`src/pin_function_pkg.sv`:
```
// Constants for the pin-function control block
package pin_function_pkg;
  // Register byte offsets
  localparam logic [7:0] OFS_SYS_OPTIONS = 8'h00;
  localparam logic [7:0] OFS_PORT_DATA = 8'h04;
  localparam logic [7:0] OFS_PORT_DIR = 8'h08;
  localparam logic [7:0] OFS_PORT_PULLUP = 8'h0c;
  localparam logic [7:0] OFS_HIGH_DRIVE = 8'h10;
  localparam logic [7:0] OFS_DEBUG_TX = 8'h14;
  localparam logic [7:0] OFS_DEBUG_DIV = 8'h18;
  localparam logic [7:0] OFS_STATUS = 8'h1c;
  // Field positions in system_options_one
  localparam int DEBUG_PIN_ENABLE = 0;
  localparam int RESET_PIN_ENABLE = 1;
  localparam int CMP_OUT_ENABLE = 2;
  localparam int SERIAL_BUS_ENABLE = 3;
  // Field positions in status
  localparam int ST_BACKGROUND = 0;
  localparam int ST_SHARED_LEVEL = 1;
  localparam int ST_DEBUG_LEVEL = 2;
  localparam int ST_LINK_BUSY = 3;
  // Reset values
  localparam logic [3:0] SYS_OPTIONS_RESET = 4'h3;
  localparam logic [7:0] PORT_RESET = 8'h00;
  localparam logic [7:0] DEBUG_DIV_RESET = 8'h00;
  // Port A bit positions with special functions
  localparam int OD_DATA_BIT = 2;
  localparam int OD_CLOCK_BIT = 3;
  localparam int DEBUG_BIT = 4;
  localparam int SHARED_RESET_BIT = 5;
  // Debug link bit timing, in debug clock ticks
  localparam logic [3:0] BIT_TICKS_LAST = 4'hf;
  localparam logic [3:0] LOW_TICKS_ONE = 4'h4;
  localparam logic [3:0] LOW_TICKS_ZERO = 4'hd;
  localparam logic [2:0] BITS_LAST = 3'h7;
  // Bus responses
  localparam logic [1:0] RESP_OKAY = 2'h0;
  localparam logic [1:0] RESP_SLVERR = 2'h2;
endpackage : pin_function_pkg
```
`src/debug_link_if.sv`:
```
// Interface between the control logic and the debug bit shifter
`timescale 1ns/1ps
interface debug_link_if;
  logic start;
  logic [7:0] data;
  logic busy;
  logic drive_low;
  logic drive_high;
  modport ctl (output start, output data, input busy, input drive_low, input drive_high);
  modport lnk (input start, input data, output busy, output drive_low, output drive_high);
endinterface : debug_link_if

```
`src/debug_bit_shifter.sv`:
```
// Single-wire debug byte transmitter with speedup pulses
`timescale 1ns/1ps
module debug_bit_shifter (
  // Clock, reset and debug clock enable
  input wire logic clk,
  input wire logic arst_n,
  input wire logic tick,
  // Control side
  debug_link_if.lnk link
);
  typedef enum logic {
    IDLE = 1'b0,
    SHIFT = 1'b1
  } shift_state_t;

  shift_state_t state_q;
  logic [7:0] shreg_q;
  logic [3:0] tick_cnt_q;
  logic [2:0] bit_cnt_q;
  logic [3:0] low_len;

  // A one is a short low pulse, a zero a long one
  assign low_len = shreg_q[7] ? pin_function_pkg::LOW_TICKS_ONE
                              : pin_function_pkg::LOW_TICKS_ZERO;
  assign link.busy = (state_q == SHIFT);

  // Each bit spans sixteen debug clock ticks, msb first
  always_ff @(posedge clk or negedge arst_n) begin
    if (!arst_n) begin
      state_q <= IDLE;
      shreg_q <= 8'h00;
      tick_cnt_q <= 4'h0;
      bit_cnt_q <= 3'h0;
    end else begin
      case (state_q)
        IDLE: begin
          if (link.start) begin
            state_q <= SHIFT;
            shreg_q <= link.data;
            tick_cnt_q <= 4'h0;
            bit_cnt_q <= 3'h0;
          end
        end
        SHIFT: begin
          if (tick) begin
            tick_cnt_q <= tick_cnt_q + 4'h1;
            if (tick_cnt_q == pin_function_pkg::BIT_TICKS_LAST) begin
              shreg_q <= {shreg_q[6:0], 1'b0};
              bit_cnt_q <= bit_cnt_q + 3'h1;
              if (bit_cnt_q == pin_function_pkg::BITS_LAST) begin
                state_q <= IDLE;
              end
            end
          end
        end
        default: state_q <= IDLE;
      endcase
    end
  end

  // Low phase, then one tick driven high to sharpen the rising edge
  always_ff @(posedge clk or negedge arst_n) begin
    if (!arst_n) begin
      link.drive_low <= 1'b0;
      link.drive_high <= 1'b0;
    end else begin
      link.drive_low <= (state_q == SHIFT) && (tick_cnt_q < low_len);
      link.drive_high <= (state_q == SHIFT) && (tick_cnt_q == low_len);
    end
  end
endmodule : debug_bit_shifter

```
`src/pin_function_control.sv`:
```
// Pin-function control: shared reset pin, debug pin, port A pins, high drive
//
// The placing of the registers and the AXI4-Lite slave port were left to the implementer.
`timescale 1ns/1ps
// Operation
// - Enabled reset pin driven low during internal reset
// - Low on enabled reset pin resets device
// - Power-on: reset function, pullup, hysteresis input
// - Only power-on restores pin function selection (code: any device reset restores debug, comparator and serial-bus enables)
// - Interrupt mode feeds interrupt and branch level
// - Debug pin sampled as mode select
// - Debug role follows internal reset release
// - Debug role keeps pullup and driver
// - Debug enable set on reset, software clears
// - Undriven mode pin gives normal mode (code samples it at power-on while the bit 4 pullup is still off)
// - Sixteen debug clocks per link bit
// - Debug clock up to bus rate scales timing
// - Pseudo open-drain link with speedup pulses
// - Per-bit pullup on input port bits
// - Output bits lose pullup except serial bus
// - Debug port bit output-only, no pullup
// - Serial-bus bits drive low only
// - Serial-bus pullup cut while output low
// - High-drive bits strong only when enabled
// - Any reset: inputs, pullups off
module pin_function_control (
  // Clock and power-on reset
  input wire logic clk,
  input wire logic arst_n,
  // Internal reset sources and device reset
  input wire logic int_reset_req,
  input wire logic dbg_force_reset,
  output logic sys_reset,
  // Port A pins, bit 4 debug pin, bit 5 shared reset pin
  input wire logic [7:0] pa_in,
  output logic [7:0] pa_out,
  output logic [7:0] pa_oe,
  output logic [7:0] pa_pu,
  // Alternate functions
  input wire logic comparator_output,
  output logic irq_request,
  output logic branch_pin_level,
  output logic background_mode,
  output logic [7:0] high_drive_en,
  // AXI4-Lite slave
  input wire logic [7:0] s_awaddr,
  input wire logic s_awvalid,
  output logic s_awready,
  input wire logic [31:0] s_wdata,
  input wire logic [3:0] s_wstrb,
  input wire logic s_wvalid,
  output logic s_wready,
  output logic [1:0] s_bresp,
  output logic s_bvalid,
  input wire logic s_bready,
  input wire logic [7:0] s_araddr,
  input wire logic s_arvalid,
  output logic s_arready,
  output logic [31:0] s_rdata,
  output logic [1:0] s_rresp,
  output logic s_rvalid,
  input wire logic s_rready
);
  localparam int DBG = pin_function_pkg::DEBUG_BIT;
  localparam int SHR = pin_function_pkg::SHARED_RESET_BIT;

  logic [7:0] pa_meta_q;
  logic [7:0] pa_sync_q;
  logic int_src_q;
  logic dbg_en_q;
  logic rst_fn_q;
  logic cmp_en_q;
  logic sb_en_q;
  logic [7:0] data_q;
  logic [7:0] dir_q;
  logic [7:0] pue_q;
  logic [7:0] div_q;
  logic [7:0] div_cnt_q;
  logic mode_win_q;
  logic [7:0] awaddr_q;
  logic aw_held_q;
  logic [31:0] wdata_q;
  logic w_en_q;
  logic w_held_q;
  logic do_write;
  logic wr_ok;
  logic dbg_tick;
  logic pin_reset;
  debug_link_if link ();

  // Pin levels come from outside the clock domain; no reset, so the second flop already holds the
  // mode pin at the first edge after power-on release, a floating level if undriven as reset leaves bit 4 without pullup
  always_ff @(posedge clk) begin
    pa_meta_q <= pa_in;
    pa_sync_q <= pa_meta_q;
  end

  // Low on the pin resets the device only while the reset function owns it
  assign pin_reset = rst_fn_q && !pa_sync_q[SHR];

  // Device reset and the record of internal sources that drive the pin
  always_ff @(posedge clk or negedge arst_n) begin
    if (!arst_n) begin
      sys_reset <= 1'b0;
      int_src_q <= 1'b0;
    end else begin
      sys_reset <= int_reset_req || dbg_force_reset || pin_reset;
      int_src_q <= int_reset_req || dbg_force_reset;
    end
  end

  // Mode select window opens at power-on and on a debug force reset
  always_ff @(posedge clk or negedge arst_n) begin
    if (!arst_n) begin
      mode_win_q <= 1'b1;
      background_mode <= 1'b0;
    end else if (dbg_force_reset) begin
      mode_win_q <= 1'b1;
    end else if (mode_win_q && !sys_reset) begin
      mode_win_q <= 1'b0;
      background_mode <= !pa_sync_q[DBG];
    end
  end

  // Write handshake: address and data may arrive in either order
  assign do_write = aw_held_q && w_held_q && !s_bvalid;
  assign s_awready = !aw_held_q;
  assign s_wready = !w_held_q;
  assign wr_ok = (awaddr_q[7:2] <= pin_function_pkg::OFS_DEBUG_DIV[7:2]) &&
                 (awaddr_q[1:0] == 2'h0);

  always_ff @(posedge clk or negedge arst_n) begin
    if (!arst_n) begin
      aw_held_q <= 1'b0;
      awaddr_q <= 8'h00;
      w_held_q <= 1'b0;
      wdata_q <= 32'h0000_0000;
      w_en_q <= 1'b0;
      s_bvalid <= 1'b0;
      s_bresp <= pin_function_pkg::RESP_OKAY;
    end else begin
      if (s_awvalid && !aw_held_q) begin
        aw_held_q <= 1'b1;
        awaddr_q <= s_awaddr;
      end
      if (s_wvalid && !w_held_q) begin
        w_held_q <= 1'b1;
        wdata_q <= s_wdata;
        w_en_q <= s_wstrb[0];
      end
      if (do_write) begin
        aw_held_q <= 1'b0;
        w_held_q <= 1'b0;
        s_bvalid <= 1'b1;
        s_bresp <= wr_ok ? pin_function_pkg::RESP_OKAY : pin_function_pkg::RESP_SLVERR;
      end else if (s_bvalid && s_bready) begin
        s_bvalid <= 1'b0;
      end
    end
  end

  // Option bits; the reset pin selection survives every reset but power-on
  always_ff @(posedge clk or negedge arst_n) begin
    if (!arst_n) begin
      dbg_en_q <= pin_function_pkg::SYS_OPTIONS_RESET[pin_function_pkg::DEBUG_PIN_ENABLE];
      rst_fn_q <= pin_function_pkg::SYS_OPTIONS_RESET[pin_function_pkg::RESET_PIN_ENABLE];
      cmp_en_q <= pin_function_pkg::SYS_OPTIONS_RESET[pin_function_pkg::CMP_OUT_ENABLE];
      sb_en_q <= pin_function_pkg::SYS_OPTIONS_RESET[pin_function_pkg::SERIAL_BUS_ENABLE];
    end else if (sys_reset) begin
      dbg_en_q <= 1'b1;
      cmp_en_q <= 1'b0;
      sb_en_q <= 1'b0;
    end else if (do_write && w_en_q && awaddr_q == pin_function_pkg::OFS_SYS_OPTIONS) begin
      dbg_en_q <= wdata_q[pin_function_pkg::DEBUG_PIN_ENABLE];
      rst_fn_q <= wdata_q[pin_function_pkg::RESET_PIN_ENABLE];
      cmp_en_q <= wdata_q[pin_function_pkg::CMP_OUT_ENABLE];
      sb_en_q <= wdata_q[pin_function_pkg::SERIAL_BUS_ENABLE];
    end
  end

  // Port configuration returns to inputs without pullups on any reset
  always_ff @(posedge clk or negedge arst_n) begin
    if (!arst_n) begin
      data_q <= pin_function_pkg::PORT_RESET;
      dir_q <= pin_function_pkg::PORT_RESET;
      pue_q <= pin_function_pkg::PORT_RESET;
      high_drive_en <= pin_function_pkg::PORT_RESET;
      div_q <= pin_function_pkg::DEBUG_DIV_RESET;
    end else if (sys_reset) begin
      data_q <= pin_function_pkg::PORT_RESET;
      dir_q <= pin_function_pkg::PORT_RESET;
      pue_q <= pin_function_pkg::PORT_RESET;
      high_drive_en <= pin_function_pkg::PORT_RESET;
    end else if (do_write && w_en_q) begin
      case (awaddr_q)
        pin_function_pkg::OFS_PORT_DATA: data_q <= wdata_q[7:0];
        pin_function_pkg::OFS_PORT_DIR: dir_q <= wdata_q[7:0];
        pin_function_pkg::OFS_PORT_PULLUP: pue_q <= wdata_q[7:0];
        pin_function_pkg::OFS_HIGH_DRIVE: high_drive_en <= wdata_q[7:0];
        pin_function_pkg::OFS_DEBUG_DIV: div_q <= wdata_q[7:0];
        default: data_q <= data_q;
      endcase
    end
  end

  // A byte is sent only while the pin belongs to the link and it is idle
  assign link.start = do_write && w_en_q && !sys_reset && dbg_en_q && !link.busy &&
                      awaddr_q == pin_function_pkg::OFS_DEBUG_TX;
  assign link.data = wdata_q[7:0];

  // Debug clock enable; a divisor of zero runs the link at bus rate
  assign dbg_tick = (div_cnt_q == div_q);

  always_ff @(posedge clk or negedge arst_n) begin
    if (!arst_n) begin
      div_cnt_q <= 8'h00;
    end else if (dbg_tick) begin
      div_cnt_q <= 8'h00;
    end else begin
      div_cnt_q <= div_cnt_q + 8'h01;
    end
  end

  debug_bit_shifter u_shifter (
    .clk(clk),
    .arst_n(arst_n),
    .tick(dbg_tick),
    .link(link)
  );

  // Pin drive, enable and pullup per bit, all from flip-flops
  always_ff @(posedge clk or negedge arst_n) begin
    if (!arst_n) begin
      pa_out <= 8'h00;
      pa_oe <= 8'h00;
      pa_pu <= 8'h20;
    end else begin
      for (int i = 0; i < 8; i++) begin
        if (i == SHR && rst_fn_q) begin
          pa_out[i] <= 1'b0;
          pa_oe[i] <= int_src_q;
          pa_pu[i] <= 1'b1;
        end else if (i == DBG) begin
          if (dbg_en_q || mode_win_q) begin
            // Link pulls low, briefly drives high, then releases
            pa_out[i] <= link.drive_high;
            pa_oe[i] <= !mode_win_q && (link.drive_low || link.drive_high);
            pa_pu[i] <= 1'b1;
          end else begin
            pa_out[i] <= cmp_en_q ? comparator_output : data_q[i];
            pa_oe[i] <= 1'b1;
            pa_pu[i] <= 1'b0;
          end
        end else if (i == pin_function_pkg::OD_DATA_BIT ||
                     i == pin_function_pkg::OD_CLOCK_BIT) begin
          pa_out[i] <= 1'b0;
          pa_oe[i] <= dir_q[i] && !data_q[i];
          // Pullup kept for the serial bus but dropped to save power when low
          pa_pu[i] <= pue_q[i] && (!dir_q[i] || (sb_en_q && data_q[i]));
        end else begin
          pa_out[i] <= data_q[i];
          pa_oe[i] <= dir_q[i];
          pa_pu[i] <= pue_q[i] && !dir_q[i];
        end
      end
    end
  end

  // Interrupt and branch level follow the shared pin when it is not a reset pin
  always_ff @(posedge clk or negedge arst_n) begin
    if (!arst_n) begin
      irq_request <= 1'b0;
      branch_pin_level <= 1'b1;
    end else begin
      irq_request <= !rst_fn_q && !pa_sync_q[SHR];
      branch_pin_level <= rst_fn_q ? 1'b1 : pa_sync_q[SHR];
    end
  end

  // Read channel answers one cycle after the address is taken
  assign s_arready = !s_rvalid;

  always_ff @(posedge clk or negedge arst_n) begin
    if (!arst_n) begin
      s_rvalid <= 1'b0;
      s_rdata <= 32'h0000_0000;
      s_rresp <= pin_function_pkg::RESP_OKAY;
    end else if (s_arvalid && !s_rvalid) begin
      s_rvalid <= 1'b1;
      s_rresp <= pin_function_pkg::RESP_OKAY;
      case (s_araddr)
        pin_function_pkg::OFS_SYS_OPTIONS:
          s_rdata <= {28'h0000000, sb_en_q, cmp_en_q, rst_fn_q, dbg_en_q};
        pin_function_pkg::OFS_PORT_DATA:
          s_rdata <= {24'h000000, (data_q & dir_q) | (pa_sync_q & ~dir_q)};
        pin_function_pkg::OFS_PORT_DIR: s_rdata <= {24'h000000, dir_q};
        pin_function_pkg::OFS_PORT_PULLUP: s_rdata <= {24'h000000, pue_q};
        pin_function_pkg::OFS_HIGH_DRIVE: s_rdata <= {24'h000000, high_drive_en};
        pin_function_pkg::OFS_DEBUG_TX: s_rdata <= 32'h0000_0000;
        pin_function_pkg::OFS_DEBUG_DIV: s_rdata <= {24'h000000, div_q};
        pin_function_pkg::OFS_STATUS:
          s_rdata <= {28'h0000000, link.busy, pa_sync_q[DBG], pa_sync_q[SHR],
                      background_mode};
        default: begin
          s_rdata <= 32'h0000_0000;
          s_rresp <= pin_function_pkg::RESP_SLVERR;
        end
      endcase
    end else if (s_rready) begin
      s_rvalid <= 1'b0;
    end
  end
endmodule : pin_function_control

```
`config.mk`:
```
export PLATFORM = sky130hd
export DESIGN_NAME = pin_function_control
export DESIGN_NICKNAME = d
export VERILOG_FILES = /design/src/pin_function_pkg.sv /design/src/debug_link_if.sv /design/src/debug_bit_shifter.sv /design/src/pin_function_control.sv
export SDC_FILE = /design/constraint.sdc
export NUM_CORES = 1
export LEC_CHECK = 0
export ABC_AREA = 1
export BUFFER_PORTS_ARGS = -buffer_cell sky130_fd_sc_hd__buf_4
export CAP_MARGIN = 20
export CORE_MARGIN = 8
export CORE_UTILIZATION = 55
export DETAILED_ROUTE_END_ITERATION = 16
export GPL_ROUTABILITY_DRIVEN = 0
export PLACE_DENSITY = 0.79
export SYNTH_ARGS = -nofsm -noshare
export SYNTH_HDL_FRONTEND = slang
export SYNTH_HIERARCHICAL = 1
export SYNTH_SLANG_ARGS = --single-unit
```
`constraint.sdc`:
```
create_clock -name clk -period 2.89 [get_ports clk]
set_clock_uncertainty 0.15 [all_clocks]
set_input_delay 0.4335 -clock clk [delete_from_list [all_inputs] [get_ports clk]]
set_output_delay 0.4335 -clock clk [all_outputs]
set_load 0.005 [all_outputs]
```
==> results <==
- The proportion of register bits with asynchronous set or reset after synthesis is 0.890.
- TritonCTS built the clock tree.
- The routed wire length is 15500 um.
- The total leakage power is 4.01 nW.
- In this run the vertical extent of the chip is 125 um.
- The synthesized area per cell is 8.99 sq um.
- In the final timing run, aggregate negative setup slack is 0 ns.
- The number of hold-slack violations in the final timing report is 0.
- The total number of nets in the final design is 907.
- The internal power of the cells totals 0.00402 W.
- The later pin in the worst-skew pair is clocked with a latency of 0.41 ns.
- In this run the core area contains 39 standard-cell rows.
- The cell area after synthesis is 0.00651 sq mm.
- The wire length of the first global-routing pass is 25600 um.
- The total overflow left after global routing is 0.
- The slew at the pin with the worst max-slew slack is 0.844 ns.
- The area growth from synthesis to layout is 20.7%.
- The share of total power dissipated in sequential elements is 0.450.
- The post-place setup slack is 0.660 ns.
- Along the worst path, the maximum fanout reaches 11.
- The analysis attributes to net switching a power of 0.00168 W.
- Of the total power, the share spent switching nets is 0.295.
- The global-route usage over all layers is 0.200.
- The count of pins on the block boundary is 147.
- The initial DRC count is 559.
- The critical path class is reg2reg.
- The max-capacitance violation count is 0.
- The worst pin sits at a relative slew slack of 0.438.
- The portion of total power attributed to the clock network is 0.374.
- The maximum vdd ir drop is 0.518 mV.
- The clock passes through at most 2 buffers.
- The overall die area is 0.0156 sq mm.
- TritonCTS created 17 clock buffers.
- The clock net sink count is 145.
- The areal power density over the cells is 726 mW/mm^2.
- The effective utilization at floorplan is 0.568.
- The nature of the critical path startpoint is a flip-flop.
- The count of pins over their slew limit came to 0.
- The count of endpoints failing setup in the final report is 0.
- The data arrival time of the critical path is 2.42 ns.
- The via count is 5296.
- After detailed placement, the design holds a cell count of 946.
- During placement, the flow inserted port buffers numbering 91.
- The iteration count of the initial detailed-routing pass is 7.
- Of the total power, combinational logic draws 0.176.
- The register bit count reported by yosys is 145.
- Setup repair after global routing left no endpoint under its margin.
- For this run, the leading register cell type out of synthesis is sky130_fd_sc_hd__dfrtp_1.
- The clock period minus worst slack is 2.27 ns.
- Counting flops with a built-in enable in the synthesized netlist gives 0.
- The total of cells resized after clock tree synthesis is 0.
- The total power is 0.00571 W.
- The worst setup slack for register-to-register paths is 0.62 ns.
- 0 antenna diodes ended up in the layout.
- The H-tree was split into 4 levels.
- The post-CTS clock slew at the launch and capture registers of the worst setup and hold paths is 0.06 ns.
- The number of remaining DRC errors is 0.
- The clock root buffer is sky130_fd_sc_hd__clkbuf_16.
- The post-synthesis cell type count is 40.
- In this run the worst hold path is classified as in2reg.
- The highest clock frequency the design can meet is 0.440 GHz.
- At the worst endpoint, the required time is 3.04 ns.
- Using the TritonRoute via totals, the vias-per-cell ratio works out to 5.37.
- The maximum number of pins on one net before global-route repair is 51.
- The synthesis warning total is 6.
- The number of global-route vias before repair is 5261.
- The placed wire-length estimate is 11100 um.
- The sort of element at the end of the critical path is a flip-flop.
- The cell count after synthesis came out at 724.
- The number of filler cells placed in the layout is 893.
- The antenna violation net count after detailed routing is 0.
- After detailed routing, the average wire length per cell comes to 15.7 um.
- The x dimension of the die is 125 um.
- Dividing the final minimum period by the clock period gives 0.787.
- The flow ran to the end, and the final reports show no timing, DRC or antenna violations.
- Of the cells placed in the final design, the portion with a size suffix greater than 1 is 0.225.
- Once layout is complete, the cells apart from fillers number 987.
- The share of the yosys chip area belonging to registers is 0.546.
- The core area is 0.0115 sq mm.
- Once routing completed, OpenROAD measured the worst setup slack at 0.616 ns.
- The number of antenna violations at the first check in global routing was 0.
## critical path: stages (launching register included)
cell and delay (ns):
sky130_fd_sc_hd__dfrtp_1 0.38, sky130_fd_sc_hd__inv_1 0.11, sky130_fd_sc_hd__nand3_4 0.12, sky130_fd_sc_hd__nor2_8 0.17
sky130_fd_sc_hd__nand4_1 0.09, sky130_fd_sc_hd__nor4_1 0.52, sky130_fd_sc_hd__nand2_2 0.13, sky130_fd_sc_hd__nand2_2 0.12
sky130_fd_sc_hd__nand2_2 0.16, sky130_fd_sc_hd__nand2_1 0.14, sky130_fd_sc_hd__nand2_1 0.06
## sequential cells by signal, summed over array words and instances (netlist names), 3 cells and up
name	count
div_q	8
data_q	8
dir_q	8
pa_oe	8
div_cnt_q	8
awaddr_q	8
u_shifter/bit_cnt_q	3
u_shifter/shreg_q	8
pa_sync_q	8
high_drive_en	8
pa_meta_q	8
pa_out	6
pue_q	8
wdata_q	8
u_shifter/tick_cnt_q	4
pa_pu	8
s_rdata	8
## timing repair
action,CTS,global route
endpoints found under the hold margin,46,0
setup buffers,0,0
hold buffers,9,0
## cell families after synthesis
| group | Yosys count | synth area share |
|---|---|---|
| mux | 3 | 0.00519 |
| flops | 145 | 0.546 |
| compound gates | 96 | 0.0867 |
| simple gates | 346 | 0.238 |
| buf+inv | 114 | 0.0942 |
| fa+ha+maj | 6 | 0.0115 |
| other cells | 1 | 0.000576 |
| xor+xnor | 13 | 0.0175 |
## cells in the mapped netlist (2+ instances only)
library cell / number / area share
sky130_fd_sc_hd__nand2_1: 167 / 0.096
sky130_fd_sc_hd__dfrtp_1: 124 / 0.48
sky130_fd_sc_hd__nor2_1: 71 / 0.041
sky130_fd_sc_hd__nand3_1: 69 / 0.053
sky130_fd_sc_hd__inv_1: 63 / 0.036
sky130_fd_sc_hd__buf_4: 30 / 0.035
sky130_fd_sc_hd__o21ai_0: 30 / 0.023
sky130_fd_sc_hd__o21ai_1: 21 / 0.016
sky130_fd_sc_hd__a21oi_1: 20 / 0.015
sky130_fd_sc_hd__o21ai_2: 18 / 0.024
sky130_fd_sc_hd__dfxtp_1: 16 / 0.049
sky130_fd_sc_hd__nand2_2: 10 / 0.0096
sky130_fd_sc_hd__xnor2_1: 10 / 0.013
sky130_fd_sc_hd__buf_2: 7 / 0.0054
sky130_fd_sc_hd__ha_1: 6 / 0.012
sky130_fd_sc_hd__nor2_4: 6 / 0.010
sky130_fd_sc_hd__buf_6: 5 / 0.0086
sky130_fd_sc_hd__dfstp_2: 5 / 0.020
sky130_fd_sc_hd__nor2_2: 5 / 0.0048
sky130_fd_sc_hd__nand4_1: 4 / 0.0038
sky130_fd_sc_hd__nor3_1: 4 / 0.0031
sky130_fd_sc_hd__or2_2: 4 / 0.0038
sky130_fd_sc_hd__inv_2: 3 / 0.0017
sky130_fd_sc_hd__mux2_2: 3 / 0.0052
sky130_fd_sc_hd__xor2_1: 3 / 0.0040
sky130_fd_sc_hd__a31oi_1: 2 / 0.0019
sky130_fd_sc_hd__clkbuf_1: 2 / 0.0012
sky130_fd_sc_hd__clkinv_1: 2 / 0.0012
sky130_fd_sc_hd__nand3_2: 2 / 0.0031
sky130_fd_sc_hd__nand3_4: 2 / 0.0054
## final timing paths
kind	start	end	cells after the start
max	s_bvalid	u_shifter/shreg_q[0]	10
min	s_bready	s_bvalid	2
max reg2reg	s_bvalid	u_shifter/shreg_q[0]	10
min reg2reg	pa_meta_q[3]	pa_sync_q[3]	0
max in group asynchronous	arst_n	pa_oe[4]	3
min in group asynchronous	arst_n	awaddr_q[6]	2
## power by group through the flow
stage               Sequential, W  Clock [W]  Combinational, W
floorplan                 0.00254          0          0.000668
global placement          0.00258          0          0.000954
detailed placement        0.00260          0          0.000991
CTS                       0.00256    0.00216           0.00101
global route              0.00260    0.00225           0.00113
finish                    0.00257    0.00213           0.00101
## metal layers
metal	GRT usage	part of all wire	vias up
li1	-	-	2474
met3	0.0664	0.095	38
met2	0.317	0.48	283
met5	0	0	-
met1	0.251	0.41	2501
met4	0.0716	0.022	0
## stage by stage
stage | cell area (sq um) | util | hold slack [ns]
2_1_floorplan | 6610 | - | -0.0121
3_3_place_gp | 7180 | 0.626 | 0.161
3_5_place_dp | 7180 | 0.626 | 0.163
4_1_cts | 7860 | 0.685 | 0.0341
5_1_grt | 7860 | 0.685 | 0.0503
6_report | 7860 | 0.685 | 0.0474
## layout by cell type (no fill, tap or decap), types with 2 or more instances in the layout
master / synthesis / routed
sky130_fd_sc_hd__a21oi_1: 20 / 20
sky130_fd_sc_hd__a31oi_1: 2 / 2
sky130_fd_sc_hd__buf_4: 30 / 97
sky130_fd_sc_hd__bufinv_16: 0 / 2
sky130_fd_sc_hd__clkbuf_16: 0 / 17
sky130_fd_sc_hd__clkbuf_8: 1 / 2
sky130_fd_sc_hd__clkinv_1: 2 / 2
sky130_fd_sc_hd__clkinv_2: 0 / 5
sky130_fd_sc_hd__clkinv_4: 0 / 3
sky130_fd_sc_hd__clkinvlp_4: 0 / 2
sky130_fd_sc_hd__conb_1: 1 / 28
sky130_fd_sc_hd__dfrtp_1: 124 / 124
sky130_fd_sc_hd__dfstp_2: 5 / 5
sky130_fd_sc_hd__dfxtp_1: 16 / 16
sky130_fd_sc_hd__dlygate4sd3_1: 0 / 9
sky130_fd_sc_hd__ha_1: 6 / 6
sky130_fd_sc_hd__inv_1: 63 / 63
sky130_fd_sc_hd__inv_2: 3 / 3
sky130_fd_sc_hd__mux2_2: 3 / 3
sky130_fd_sc_hd__nand2_1: 167 / 167
sky130_fd_sc_hd__nand2_2: 10 / 10
sky130_fd_sc_hd__nand3_1: 69 / 69
sky130_fd_sc_hd__nand3_2: 2 / 2
sky130_fd_sc_hd__nand3_4: 2 / 2
sky130_fd_sc_hd__nand4_1: 4 / 4
sky130_fd_sc_hd__nor2_1: 71 / 71
sky130_fd_sc_hd__nor2_2: 5 / 5
sky130_fd_sc_hd__nor2_4: 6 / 6
sky130_fd_sc_hd__nor3_1: 4 / 4
sky130_fd_sc_hd__o21ai_0: 30 / 30
sky130_fd_sc_hd__o21ai_1: 21 / 21
sky130_fd_sc_hd__o21ai_2: 18 / 18
sky130_fd_sc_hd__or2_2: 4 / 4
sky130_fd_sc_hd__xnor2_1: 10 / 10
sky130_fd_sc_hd__xor2_1: 3 / 3
## cell type report
type / count / area, sq um / area share
clock buffers: 19 / 453 / 0.0576
inverters: 68 / 255 / 0.0325
clock inverters: 13 / 135 / 0.0172
multi-input cells: 492 / 2440 / 0.311
repair buffers: 107 / 838 / 0.107
flip-flops and latches: 145 / 3550 / 0.452
well taps: 143 / 179 / 0.0228
No activity file was read; power rests on OpenSTA's default activity.
